<file path="config.mk">
export PLATFORM = sky130hd
export DESIGN_NAME = mbp_bus_phase
export DESIGN_NICKNAME = d
export VERILOG_FILES = /design/src/common/mbp_pkg.sv /design/src/common/mbp_diag_if.sv /design/src/hw/mbp_bus_phase.sv /design/src/hw/mbp_diag_mux.sv
export SDC_FILE = /design/constraint.sdc
export NUM_CORES = 1
export LEC_CHECK = 0
export ABC_AREA = 1
export BUFFER_PORTS_ARGS = -buffer_cell sky130_fd_sc_hd__buf_4
export CORE_MARGIN = 2
export CORE_UTILIZATION = 50
export CTS_CLUSTER_DIAMETER = 150
export DETAILED_ROUTE_END_ITERATION = 8
export GPL_TIMING_DRIVEN = 0
export HOLD_SLACK_MARGIN = 0.1
export PLACE_DENSITY = 0.75
export SLEW_MARGIN = 20
export SYNTH_ARGS = -nofsm -noshare
export SYNTH_HDL_FRONTEND = slang
export SYNTH_SLANG_ARGS = --single-unit
</file>
<file path="constraint.sdc">
create_clock -name clk_i -period 4.08 [get_ports clk_i]
set_input_delay 0.204 -clock clk_i [delete_from_list [all_inputs] [get_ports clk_i]]
set_output_delay 0.204 -clock clk_i [all_outputs]
set_load 0.05 [all_outputs]
</file>
<file path="src/common/mbp_pkg.sv">
// Purpose: Shared types and constants for the multiplexed bus phase indicators.
// Assumes: One bus clock; all phases last whole clock cycles.
// Notes:   Address and data share one bus of width MBP_AD_W.
package mbp_pkg;

    // ------------------------------------------------------------------
    // Widths and levels
    // ------------------------------------------------------------------
    localparam int   MBP_AD_W     = 32;
    localparam logic MBP_DRIVE_N  = 1'b0;
    localparam logic MBP_FLOAT_N  = 1'b1;
    localparam logic MBP_ON       = 1'b1;
    localparam logic MBP_OFF      = 1'b0;
    localparam logic MBP_DIAG_RST = 1'b0;
    localparam logic [MBP_AD_W-1:0] MBP_AD_RST = 32'h0000_0000;

    // ------------------------------------------------------------------
    // Bus phases
    // ------------------------------------------------------------------
    typedef enum logic [1:0] {
        MBP_IDLE = 2'b00,
        MBP_ADDR = 2'b01,
        MBP_TURN = 2'b10,
        MBP_DATA = 2'b11
    } mbp_state_t;

endpackage : mbp_pkg

</file>
<file path="src/common/mbp_diag_if.sv">
// Purpose: Carries the next bus phase and reference flags to the diagnostic mux.
// Assumes: Purely combinational exchange inside one clock domain.
// Notes:   The controller registers the returned level itself.
`timescale 1ns/1ps
`default_nettype none
interface mbp_diag_if;
    import mbp_pkg::*;
    mbp_state_t phase;
    logic       read;
    logic       miss;
    logic       instr;
    logic       diag;

    modport ctrl (output phase, output read, output miss, output instr, input diag);
    modport mux  (input phase, input read, input miss, input instr, output diag);
endinterface : mbp_diag_if
`default_nettype wire

</file>
<file path="src/hw/mbp_bus_phase.sv">
// Purpose: Sequences one multiplexed bus transfer and drives its phase indicators.
// Assumes: The far side latches the address while the strobe is high and answers
//          with a one-cycle acknowledge in the data phase.
// Notes:   Phases are address, turnaround, data; every output is a flip-flop.
//
// Operation
// RULE_01 - In the address phase diagnostic output is high for a cache-miss read.
// RULE_02 - Diagnostic level outside read cycles is meaningless; held low here.
// RULE_03 - In second phase diagnostic output is high for fetch, low for data.
// RULE_04 - Address strobe is high while the shared bus holds the valid address.
// RULE_05 - Far side captures the address with the strobe, using transparent latches.
// RULE_06 - Read release rises only after the device has stopped driving the bus.
// RULE_07 - Memory drives the bus only while read release is high.
// RULE_08 - Read release stays low in writes and while no transfer runs.
// RULE_09 - Diagnostic output shows the miss flag, then the instruction flag.
// RULE_10 - Instruction flag appears in the phase right after the address phase.
`timescale 1ns/1ps
`default_nettype none
module mbp_bus_phase
    import mbp_pkg::*;
(
    // Clock and reset
    input  wire logic                clk_i,
    input  wire logic                rst_n_i,
    // Transfer request from the core
    input  wire logic                req_i,
    input  wire logic                req_read_i,
    input  wire logic                req_miss_i,
    input  wire logic                req_instr_i,
    input  wire logic [MBP_AD_W-1:0] req_addr_i,
    input  wire logic [MBP_AD_W-1:0] req_wdata_i,
    output logic                     ready_o,
    output logic                     done_o,
    output logic [MBP_AD_W-1:0]      rdata_o,
    // Multiplexed bus
    input  wire logic [MBP_AD_W-1:0] ad_i,
    output logic [MBP_AD_W-1:0]      ad_o,
    output logic                     ad_oe_n_o,
    input  wire logic                ack_i,
    // Phase indicators
    output logic                     ale_o,
    output logic                     diag_o,
    output logic                     read_bus_release_o
);

    // ------------------------------------------------------------------
    // State
    // ------------------------------------------------------------------
    typedef struct packed {
        mbp_state_t          state;
        logic                read;
        logic                miss;
        logic                instr;
        logic [MBP_AD_W-1:0] wdata;
        logic [MBP_AD_W-1:0] ad;
        logic [MBP_AD_W-1:0] rdata;
        logic                oe_n;
        logic                ale;
        logic                diag;
        logic                release_bus;
        logic                done;
        logic                ready;
    } mbp_regs_t;

    localparam mbp_regs_t REGS_RST = '{
        state: MBP_IDLE, read: MBP_OFF, miss: MBP_OFF, instr: MBP_OFF,
        wdata: MBP_AD_RST, ad: MBP_AD_RST, rdata: MBP_AD_RST,
        oe_n: MBP_FLOAT_N, ale: MBP_OFF, diag: MBP_DIAG_RST,
        release_bus: MBP_OFF, done: MBP_OFF, ready: MBP_ON
    };

    mbp_regs_t  r;
    mbp_regs_t  next_r;
    mbp_diag_if dg ();

    mbp_diag_mux u_diag_mux (
        .dg (dg.mux)
    );

    assign dg.phase = next_r.state;
    assign dg.read  = next_r.read;
    assign dg.miss  = next_r.miss;
    assign dg.instr = next_r.instr;

    // ------------------------------------------------------------------
    // Phase sequencing
    // ------------------------------------------------------------------
    always_comb begin
        next_r             = r;
        next_r.done        = MBP_OFF;
        next_r.ale         = MBP_OFF;
        next_r.release_bus = MBP_OFF; // [RULE_08]
        next_r.oe_n        = MBP_FLOAT_N;
        unique case (r.state)
            MBP_IDLE: begin
                if (req_i) begin
                    next_r.state = MBP_ADDR;
                    next_r.read  = req_read_i;
                    next_r.miss  = req_miss_i;
                    next_r.instr = req_instr_i;
                    next_r.wdata = req_wdata_i;
                    next_r.ad    = req_addr_i;
                end
            end
            MBP_ADDR: next_r.state = MBP_TURN; // [RULE_10]
            MBP_TURN: next_r.state = MBP_DATA;
            MBP_DATA: begin
                if (ack_i) begin
                    next_r.state = MBP_IDLE;
                    next_r.done  = MBP_ON;
                    if (r.read) begin
                        next_r.rdata = ad_i;
                    end
                end
            end
        endcase
        // Outputs follow the phase being entered so that they leave a flop.
        unique case (next_r.state)
            MBP_ADDR: begin
                next_r.ale  = MBP_ON;      // [RULE_04]
                next_r.oe_n = MBP_DRIVE_N;
            end
            MBP_TURN,
            MBP_DATA: begin
                if (!next_r.read) begin
                    next_r.ad   = next_r.wdata;
                    next_r.oe_n = MBP_DRIVE_N;
                end else if (next_r.state == MBP_DATA) begin
                    next_r.release_bus = MBP_ON; // [RULE_06]
                end
            end
            MBP_IDLE: next_r.oe_n = MBP_FLOAT_N;
        endcase
        next_r.diag  = dg.diag; // [RULE_09]
        next_r.ready = (next_r.state == MBP_IDLE);
    end

    always_ff @(posedge clk_i) begin
        if (!rst_n_i) begin
            r <= REGS_RST;
        end else begin
            r <= next_r;
        end
    end

    assign ready_o            = r.ready;
    assign done_o             = r.done;
    assign rdata_o            = r.rdata;
    assign ad_o               = r.ad;
    assign ad_oe_n_o          = r.oe_n;
    assign ale_o              = r.ale;
    assign diag_o             = r.diag;
    assign read_bus_release_o = r.release_bus;
endmodule : mbp_bus_phase
`default_nettype wire

</file>
<file path="src/hw/mbp_diag_mux.sv">
// Purpose: Selects the level of the time multiplexed diagnostic output.
// Assumes: Phase and flags are the values the controller is about to register.
// Notes:   Outside read cycles the level is meaningless; it is held low.
`timescale 1ns/1ps
`default_nettype none
module mbp_diag_mux
    import mbp_pkg::*;
(
    // Phase and flags in, level out
    mbp_diag_if.mux dg
);

    // ------------------------------------------------------------------
    // Phase multiplexing
    // ------------------------------------------------------------------
    always_comb begin
        dg.diag = MBP_DIAG_RST; // [RULE_02]
        if (dg.read) begin
            unique case (dg.phase)
                MBP_ADDR: dg.diag = dg.miss;  // [RULE_01] [RULE_09]
                MBP_TURN: dg.diag = dg.instr; // [RULE_03] [RULE_09] [RULE_10]
                MBP_IDLE,
                MBP_DATA: dg.diag = MBP_DIAG_RST;
            endcase
        end
    end

endmodule : mbp_diag_mux
`default_nettype wire

</file>
* Word level (Yosys, flattened, before mapping)
Index checks and enable logic that the tools add are counted.
Cells by class: reductions and logical operators 8, mux-type cells 12, equal/unequal tests 6
Operators by type and width (count):
- two-way mux 69 bit | 1
- two-way mux 67 bit | 1
- two-way mux 32 bit | 2
- equality test 2 bit, second input constant | 4
- case mux 2 bit (4 select lines) | 1
- case mux 1 bit (3 select lines) | 2
- AND reduction 3 bit | 2
- equality test 2 x 1 -> 1 bit, second input constant | 2
- logical NOT 2 bit | 2
- two-way mux 1 bit | 4
- AND reduction 2 bit | 2
- OR reduction 2 bit | 2
- two-way mux 2 bit | 1
Word-level totals: word-level logic and storage cells 39, register bits after elaboration 107

* Depth between registers and ports, before layout
Gate-level depths: netlist of the first run.
word-level depth 5, mapped depth 9, mapped depth without buffers 8

* By module
A second synthesis of the first run with hierarchy kept.
Second synthesis, totals: cell total of the unflattened synthesis 694, area, all modules 4860.9 um2
Modules (own cells, without submodules):
- mbp_bus_phase | area an instance 4833.4 um2, cells each 687, instances 1, seq. area each 2142.1 um2
- mbp_diag_mux | area an instance 27.5 um2, cells each 7, instances 1, seq. area each 0.0 um2

* Worst setup path before layout of the first run
No wires, ideal clock.
kind register -> register, start register r[106] (netlist name), end register r (netlist bit ad_o[15]), stages on the path, launching flop included 9, data required time 3971 ps, library setup time 109 ps, period minus slack after synthesis 1274 ps, arrival 1165 ps, slack 2806 ps, cells stage by stage dfxtp_1 nor2_4 buf_4 buf_2 nand3b_1 nand2_1 nand3_1 nand2_1 inv_1
On the way: longest elaborated chain between the ends 5
RTL lines:
- start: declaration | RTL line mbp_bus_phase.sv:72 | mbp_regs_t r;
- start signal: assignment | RTL line mbp_bus_phase.sv:142 | r <= next_r;
- equality test 2 bit (tied with other cells) | RTL line mbp_bus_phase.sv:94 | unique case (r.state)
- case mux 2 bit (4 select lines) | RTL line mbp_bus_phase.sv:94
- equality test 2 bit | RTL line mbp_bus_phase.sv:118 | unique case (next_r.state)
- OR reduction 2 bit | RTL line mbp_bus_phase.sv:118
- two-way mux 32 bit * | RTL line mbp_bus_phase.sv:118
Every way passes the cells marked *; elsewhere a longest branch is shown, timed or not. A chain may end at the register's enable or synchronous reset.

* Worst setup path in the final report of the first run
start register r[106] (netlist name), end register r (netlist bit rdata_o[19])
On the way: longest elaborated chain between the ends 2
RTL lines (RTL line):
- equality test 2 bit | mbp_bus_phase.sv:94
- AND reduction 3 bit (no source line)
Every way passes these cells.

==> results of run 1 <==
-- cells in the final DEF (no fill, tap or decap), drive strengths merged --
cell         Yosys  layout
nand3b          17      17
clkbuf          14      25
clkinv           0       3
nand3           46      46
nor2           148     148
o21ai           32      32
nand2          218     218
clkinvlp         0       1
dlygate4sd3      0      32
a21oi           53      53
nor3             2       2
bufinv           0       1
dfxtp          106     106
buf             96     267
inv             54      54
-- cell type report --
class / count / area, um^2
timing repair buffer: 203 / 1600
inverter: 54 / 203
multi-input combinational: 516 / 2260
fill: 858 / 3030
tap: 136 / 170
sequential: 106 / 2120
buffer: 110 / 734
clock inverter: 5 / 52.6
clock buffer: 11 / 151
-- power groups by stage --
stage | sequential [mW] | combinational (mW) | clock, mW
final | 1.19 | 1.05 | 0.675
after global routing | 1.20 | 1.15 | 0.730
after CTS | 1.19 | 1.05 | 0.680
after detailed placement | 1.21 | 1.02 | 0
after global placement | 1.21 | 1.01 | 0
after floorplan | 1.22 | 0.723 | 0
-- cell families (layout without fill, tap and decap cells) --
kind of cell           count (synthesis)  in the layout
flip-flops                           106            106
AND/OR/NAND/NOR                      431            431
AO/OA/AOI/OAI                         85             85
buffers and inverters                164            383
-- through the flow --
stage	cells	power [mW]	area (um^2)	hold slack (ps)	worst slack (ps)
after floorplan	786	1.94	5320	339	2810
after global placement	1093	2.22	6770	426	2520
after detailed placement	1093	2.24	6770	429	2510
after CTS	1141	2.92	7300	101	2500
after global routing	1141	3.08	7300	114	2360
final	1141	2.92	7300	119	2480
-- worst max-delay path, delay by kind of cell (launching register included) --
kind,cells,cell delay [ps]
AND/OR/NAND/NOR,3,550
buffers and inverters,3,480
flip-flops,1,460
-- worst max path at each step --
stage | startpoint | end | slack, ps
after floorplan | r[106]$_SDFF_PN0_ | ad_o[15]$_SDFF_PN0_ | 2810
after global placement | rst_n_i | diag_o$_SDFF_PP0_ | 2520
after detailed placement | rst_n_i | diag_o$_SDFF_PP0_ | 2510
after CTS | r[106]$_SDFF_PN0_ | ad_o[15]$_SDFF_PN0_ | 2500
after global routing | r[105]$_SDFF_PN0_ | ad_o[15]$_SDFF_PN0_ | 2360
final | r[106]$_SDFF_PN0_ | rdata_o[19]$_SDFFE_PN0P_ | 2480
-- flip-flops by register name, summed over array words and instances (netlist names) --
register and count:
ready_o 1, ale_o 1, done_o 1, diag_o 1, r 36, ad_oe_n_o 1
read_bus_release_o 1, rdata_o 32, ad_o 32
-- layer usage --
metal,vias up,wire length (um),share of wire,global-route usage
met3,21,1220,0.079,0.0705
met5,-,0,0,0
met1,2445,6280,0.41,0.326
li1,2795,-,-,-
met2,191,7740,0.50,0.476
met4,0,238,0.015,0.0909
-- what timing repair did --
action,CTS,global route
hold buffers,32,0
endpoints found under the hold margin,32,0
resized for setup,0,0
==> reports/metrics.cfg, run 1 <==
[sta]
fin_crit_ps=1600
max_freq_mhz=625
tightest_slew_ps=567
relSlewSlack=0.622
rsz0062_at_grt=no
finClkSkew_ps=15.4
setup_viol=0
slew_viol_final=0
fin_crit_sh=0.392
hold_viol=0
finalSetupTns_ps=0

[place]
port_buffers=171
place_congestion=0.820
hpwlAfterDp_um=11000

[setup_path]
rr_endpoint=rdata_o[19]$_SDFFE_PN0P_
cp_slowest_cell=dfxtp_1
reg2reg_from=r[106]$_SDFF_PN0_
arrival_ps=1850
reg2reg_slack_ps=2480
cp_common_cell=nor2_1
ff2ff_path_depth=6
required_ps=4340
crit_chain=inv_2 -> nor3_4 -> inv_1 -> buf_2 -> nor2_1 -> nor2_1
startpoint_type=register
end_kind=register
slowest_delay_ps=460
worstSetupPathType=reg -> reg
path_max_fanout=10

[floorplanning]
dieArea_um2=11500
coreArea_um2=10300
die_h_um=107
io_pins=173
start_util=0.515
rows=37
chipWidth_um=107

[yosys]
yosys.area_share.simple=0.345
synth_compound_area_frac=0.0800
seq_area_frac_synth=0.399
ys_seq_elements=106
synth_nets=889
ys_warn_count=0
synth.top_cell.area_share=0.399
async_reset_ff_frac=0
yosys-top-cells-area=dfxtp_1, nand2_1, nor2_1
synthAdderAreaFrac=0
synthMuxAreaShare=0
synth-xor-area-share=0
synth.avg_cell_area_um2=6.77
synth_most_common_cell=nand2_1
synth_top_family_by_area=simple AND/OR/NAND/NOR gates
synth.distinct_cells=22
syn-cell-area_um2=5320
syn_inst=786
synth_common_cells=nand2_1, nor2_1, dfxtp_1
synth_ff_type=dfxtp_1
synth_edf_count=0
yosys.area.top_type=dfxtp_1

[power_and_ir_drop]
power.internal_mw=1.86
clkPwrFrac=0.231
power.leakage_nw=3.94
p_sw_frac=0.362
pwr_density_cell_nw_per_um2=400
p_comb_frac=0.361
p_sw_mw=1.06
pwr-share-seq=0.408
vdd_drop_max_uv=220

[clock_network]
htreeDepth=3
cts_tree=yes
root_buffer=clkbuf_8
post_cts_buffers=0
clock_latency_ps=370
clk_pin_slew_ps=100
cts.sinks=106
cts_buffer_depth=2
cts_buffers=9

[route]
drc=0
first_pass_iters=5
routedWlPerCell_um=13.6
final_antenna_net_count=0
drt_iter0_markers=258
wirelength_um=15500
route.vias.total=5452
via_per_inst=4.78

[grt]
antenna_found_initial=0
grt_pass1_vias=5307
grt.total_usage=0.273
grt_pass1_wl_um=25000
overflow=0
grt_max_degree=17

[final_layout]
nets=1103
num_antenna_cells=0
syn2layout_area_growth_pct=37.2
drive_gt1_frac=0.301
utilization=0.707

[outcome]
outcome=finished clean

[hold_path]
min_to=diag_o$_SDFF_PP0_
hold_class=in -> reg
hp-start=req_miss_i
hold_depth=3

[run]
max_cap_viol_count=0

Note: power is estimated with default switching activity, not from simulation.
==> run 2, diff against run 1 <==
--- a/config.mk
+++ b/config.mk
@@ -8,12 +8,12 @@
 export ABC_AREA = 1
 export BUFFER_PORTS_ARGS = -buffer_cell sky130_fd_sc_hd__buf_4
 export CORE_MARGIN = 2
-export CORE_UTILIZATION = 50
+export CORE_UTILIZATION = 46
 export CTS_CLUSTER_DIAMETER = 150
 export DETAILED_ROUTE_END_ITERATION = 8
 export GPL_TIMING_DRIVEN = 0
 export HOLD_SLACK_MARGIN = 0.1
-export PLACE_DENSITY = 0.75
+export PLACE_DENSITY = 0.72
 export SLEW_MARGIN = 20
 export SYNTH_ARGS = -nofsm -noshare
 export SYNTH_HDL_FRONTEND = slang
==> constraint.sdc (replaced) <==
create_clock -name clk_i -period 1.3 [get_ports clk_i]
set_input_delay 0.065 -clock clk_i [delete_from_list [all_inputs] [get_ports clk_i]]
set_output_delay 0.065 -clock clk_i [all_outputs]
set_load 0.05 [all_outputs]
==> run 2 against run 1 <==
  * The flow now finishes with violations (setup timing)
  * Worst hold slack got worse by 110 ps
  * Design area is 13% higher
  * First-iteration DRC count down 7.8%
  * Worst setup slack worse by 2600 ps
  * Utilization rose by 1.7 points
  * Sequential power increased to 3.1 times the previous value
  * Critical endpoint is now ad_o[7]$_SDFF_PN0_
  * Highest routed layer unchanged
==> reports/metrics.cfg, run 2 (synthesis results as in run 1) <==
[clock_network]
cts_buffer_depth=2
root_buffer=clkbuf_16
clock_latency_ps=350
ctsHoldBuffers=67
clk_pin_slew_ps=70
cts_tree=yes
cts.sinks=106
cts_buffers=9
htreeDepth=3

[power_and_ir_drop]
vdd_drop_max_uv=867
p_total_mw=10.5
power.leakage_nw=4.28
pwr_density_cell_nw_per_um2=1270

[route]
drt_iter0_markers=238
final_antenna_net_count=0
route.vias.total=5694
first_pass_iters=5
wl_met1_um=6970
wirelength_um=17000
wl_met2_um=8570
via_per_inst=4.75
routedWlPerCell_um=14.2
drc=0
wl_met3_um=1070
topRoutingLayerUsed=met4

[place]
dp.cells=1100
hpwlAfterDp_um=10400
placed_area_um2=6780
port_buffers=171
place_congestion=0.858

[final_layout]
largest_register_ffs=36
final_cell_mix=buf_4, nand2_1, nor2_1, dfxtp_1, dlygate4sd3_1
regArea_um2=2130
fillers=936
multi_input_area_um2=2420
syn2layout_area_growth_pct=54.6
final_cells=1198
largest-register=r
final_area_um2=8220
num_antenna_cells=0
nets=1153
drive_gt1_frac=0.343
final_common_cell=buf_4

[setup_path]
path_max_fanout=10
startpoint_type=register
reg2reg_slack_ps=-80
end_kind=register
arrival_ps=1680
worstSetupPathType=reg -> reg
required_ps=1590

[grt]
grt_pass1_wl_um=25400
grt_max_degree=17
grt_pass1_vias=5377
grt.total_usage=0.254
overflow=0
antenna_found_initial=0

[sta]
rsz0062_at_grt=yes
fin_crit_ps=1380
fin_crit_sh=1.07
setup_viol=39
hold_viol=0
slew_viol_final=0
fin_ws_ps=-85.0
tightest_slew_ps=613
finClkSkew_ps=3.28
whs_ps=12.1
max_freq_mhz=722
relSlewSlack=0.592

[floorplanning]
rows=39
io_pins=173
dieArea_um2=12400
die_h_um=112
chipWidth_um=112
start_util=0.468
coreArea_um2=11400

[hold_path]
hold_class=in -> reg

[outcome]
failed_checks=setup timing
outcome=complete, but fails checks

[run]
max_cap_viol_count=0

## run 2: changes by cell type in the layout (fill, tap and decap cells not counted), sizes merged
cell	delta
buf	+12
bufinv	+1
clkbuf	+5
clkinv	-3
clkinvlp	-1
dlygate4sd3	+35
inv	+1
## run 2: worst paths after layout
path	to	startpoint	cells after the start
setup / recovery	ad_o[7]$_SDFF_PN0_	r[106]$_SDFF_PN0_	7
setup reg to reg	ad_o[7]$_SDFF_PN0_	r[106]$_SDFF_PN0_	7
hold / removal	done_o$_SDFF_PN0_	ack_i	3
hold reg to reg	r[102]$_SDFF_PN0_	r[102]$_SDFF_PN0_	2
## run 2: stage by stage
step                      setup TNS, ps  worst slack, ps   util
final                             -2050            -85.0  0.723
after global routing              -6510             -166  0.723
after CTS                         -1840            -80.7  0.703
after detailed placement         -12410             -258  0.596
after global placement           -11370             -268  0.596
after floorplan                       0             25.6      -
## run 2: cell type report
cell class                      instances  area share
Multi-Input combinational cell        516       0.294
Timing Repair Buffer                  254       0.259
Sequential cell                       106       0.259
Buffer                                109       0.100
Clock buffer                           13      0.0329
Inverter                               54      0.0250
Tap cell                              143      0.0218
Clock inverter                          3     0.00837
## run 2: timing repair
item,4_1_cts,5_1_grt
cloned,1,6
buffers inserted,7,2
resized for setup,45,70
setup endpoints to repair,95,94
hold endpoints to repair,70,3
pin swaps,12,17
## run 2: metal layers
metal / global-route usage / vias up
li1: - / 2907
met1: 0.311 / 2571
met2: 0.439 / 187
met3: 0.0572 / 29
met4: 0.0889 / 0
met5: 0 / -
## run 2: power by group
part	switching [mW]	total [mW]	internal (mW)
sequential	0.176	3.74	3.56
combinational	2.12	3.64	1.52
clock	1.24	3.10	1.86
## run 2: critical path, stage by stage, from the launching register on
cell	delay, ps
dfxtp_2	360
nor2_4	200
clkbuf_4	220
buf_4	190
nand3_1	120
nand2_1	100
nor2_2	40
nor2_1	90
==> run 3, diff against run 2 <==
--- a/config.mk
+++ b/config.mk
@@ -7,8 +7,10 @@
 export LEC_CHECK = 0
 export ABC_AREA = 1
 export BUFFER_PORTS_ARGS = -buffer_cell sky130_fd_sc_hd__buf_4
+export CELL_PAD_IN_SITES_DETAIL_PLACEMENT = 1
+export CELL_PAD_IN_SITES_GLOBAL_PLACEMENT = 2
 export CORE_MARGIN = 2
-export CORE_UTILIZATION = 46
+export CORE_UTILIZATION = 24
 export CTS_CLUSTER_DIAMETER = 150
 export DETAILED_ROUTE_END_ITERATION = 8
 export GPL_TIMING_DRIVEN = 0
@@ -18,3 +20,4 @@
 export SYNTH_ARGS = -nofsm -noshare
 export SYNTH_HDL_FRONTEND = slang
 export SYNTH_SLANG_ARGS = --single-unit
+export TNS_END_PERCENT = 30
==> run 3 against run 2 <==
  * The flow still finishes with violations (setup timing)
  * Die area up 88%
  * Clock power up 6%
  * Worst setup slack worse by 34 ps
  * Cell count up 11%
  * First-iteration DRC count down 16%
  * Count of clock-buffer cells in the layout down 4
  * Non-clock buffer count down 4
  * Sequential cell count unchanged
  * Utilization down 34 points
  * Sequential power about the same
  * Sequential share of layout area down 0.45 points
  * Design area up 1.8%
==> reports/metrics.cfg, run 3 (synthesis results as in run 1) <==
[setup_path]
crit_end=ad_o[26]$_SDFF_PN0_
crit_family=simple AND/OR/NAND/NOR gates
crit_chain=nor2_4 -> buf_6 -> buf_16 -> buf_8 -> nand3_1 -> nand2_1 -> nor2_2 -> nor2_1
worstSetupPathType=reg -> reg
arrival_ps=1720
ff2ff_path_depth=8
reg2reg_from=r[106]$_SDFF_PN0_
startpoint_type=register
slowest_delay_ps=360
required_ps=1600
path_max_fanout=10
crit_buf_inv=3
reg2reg_slack_ps=-120
setup.worst_path.start=r[106]$_SDFF_PN0_
rr_endpoint=ad_o[26]$_SDFF_PN0_
worst-path-stages=8
cp_slowest_cell=dfxtp_2
end_kind=register

[clock_network]
htreeDepth=3
clock_latency_ps=370
cts_buffers=9
ctsHoldBuffers=68
cts_buffer_depth=2
cts.sinks=106
clk_pin_slew_ps=80
root_buffer=clkbuf_16
cts_tree=yes

[outcome]
failed_checks=setup timing
outcome=complete, but fails checks

[final_layout]
final_cell_mix=buf_4, nand2_1, nor2_1, dfxtp_1, dlygate4sd3_1
final_cells=1331
final_common_cell=buf_4
nets=1149
num_antenna_cells=0
final_area_um2=8370
utilization=0.385
fillers=2706
syn2layout_area_growth_pct=57.4
drive_gt1_frac=0.327
largest_register_ffs=36
largest-register=r

[sta]
fin_ws_ps=-119
setup_viol=36
slew_viol_final=0
hold_viol=0
max_freq_mhz=705
finalSetupTns_ps=-2790
fin_crit_sh=1.09
rsz0062_at_grt=yes
finClkSkew_ps=9.23
fin_crit_ps=1420
relSlewSlack=0.529
tightest_slew_ps=707

[route]
drt_iter0_markers=201
via_per_inst=4.14
drc=0
route.vias.total=5507
wirelength_um=19200
routedWlPerCell_um=14.4
final_antenna_net_count=0
first_pass_iters=4

[grt]
grt_pass1_vias=5617
grt_pass1_wl_um=30000
overflow=0
antenna_found_initial=0
grt.total_usage=0.163
grt_max_degree=19

[floorplanning]
die_h_um=153
dieArea_um2=23400
start_util=0.244
coreArea_um2=21800
chipWidth_um=153
io_pins=173
rows=54

[place]
dp.cells=1237
port_buffers=171
pre_cts_ws_ps=-328
place_congestion=0.717
hpwlAfterDp_um=13500
placed_area_um2=6950

[power_and_ir_drop]
power.leakage_nw=4.30
vdd_drop_max_uv=615
pwr_density_cell_nw_per_um2=1290

[hold_path]
hold_class=in -> reg

[run]
max_cap_viol_count=0

run 3: cell count changes in the layout (fill, tap and decap cells not counted), moves of 5 or more:
cell | before | now
o21ai_0 | 18 | 31
nor2_1 | 117 | 129
nor2_2 | 25 | 14
o21ai_2 | 9 | 1
a21oi_1 | 51 | 45
a21oi_2 | 2 | 8
o21ai_1 | 5 | 0
run 3: per-layer routing:
layer / wire length (um) / global-route usage / vias to the layer above / part of all wire
met2: 9300 / 0.283 / 134 / 0.49
met4: 187 / 0.0340 / 0 / 0.0098
met3: 1480 / 0.0638 / 14 / 0.077
met1: 8200 / 0.190 / 2467 / 0.43
li1: - / - / 2892 / -
met5: 0 / 0 / - / 0
run 3: tightest hold or removal path: stages:
cell and delay (ps):
buf_4 90, nand2_4 70, nand2_4 90, nor2_1 50
run 3: layout make-up:
type | count | area, um^2 | share of cell area
flip-flops and latches | 106 | 2130 | 0.254
clock inverters | 7 | 123 | 0.0147
inverters | 54 | 203 | 0.0242
plain buffers | 110 | 846 | 0.101
multi-input cells | 516 | 2380 | 0.284
clock buffers | 9 | 225 | 0.0269
repair buffers | 249 | 2110 | 0.253
well taps | 280 | 350 | 0.0419
run 3: worst min-delay path by stage:
stage	startpoint	endpoint	slack, ps	cells after the start
detailed placement	ad_i[20]	rdata_o[20]$_SDFFE_PN0P_	290	3
floorplan	ad_i[0]	rdata_o[0]$_SDFFE_PN0P_	200	2
global route	ack_i	read_bus_release_o$_SDFF_PN0_	60	4
finish	ack_i	read_bus_release_o$_SDFF_PN0_	50	4
global placement	ad_i[27]	rdata_o[27]$_SDFFE_PN0P_	290	3
CTS	ack_i	read_bus_release_o$_SDFF_PN0_	20	4
run 3: metrics by stage:
step / power (mW) / hold WS (ps)
floorplan: 6.08 / 200
global placement: 7.11 / 288
detailed placement: 7.13 / 294
CTS: 10.9 / 22.2
global route: 11.4 / 57.7
finish: 10.8 / 49.4
run 3: where the power goes:
| group | switching (mW) | leakage, nW | internal (mW) |
|---|---|---|---|
| sequential | 0.177 | 0.870 | 3.56 |
| clock | 1.38 | 0.163 | 1.90 |
| combinational | 2.18 | 3.27 | 1.60 |
run 3: repair_timing:
item / in CTS / in global routing
hold endpoints to repair: 71 / 3
buffers inserted: 6 / 0
resized for setup: 64 / 16
setup endpoints to repair: 98 / 101
pin swaps: 11 / 6
cloned: 3 / 1
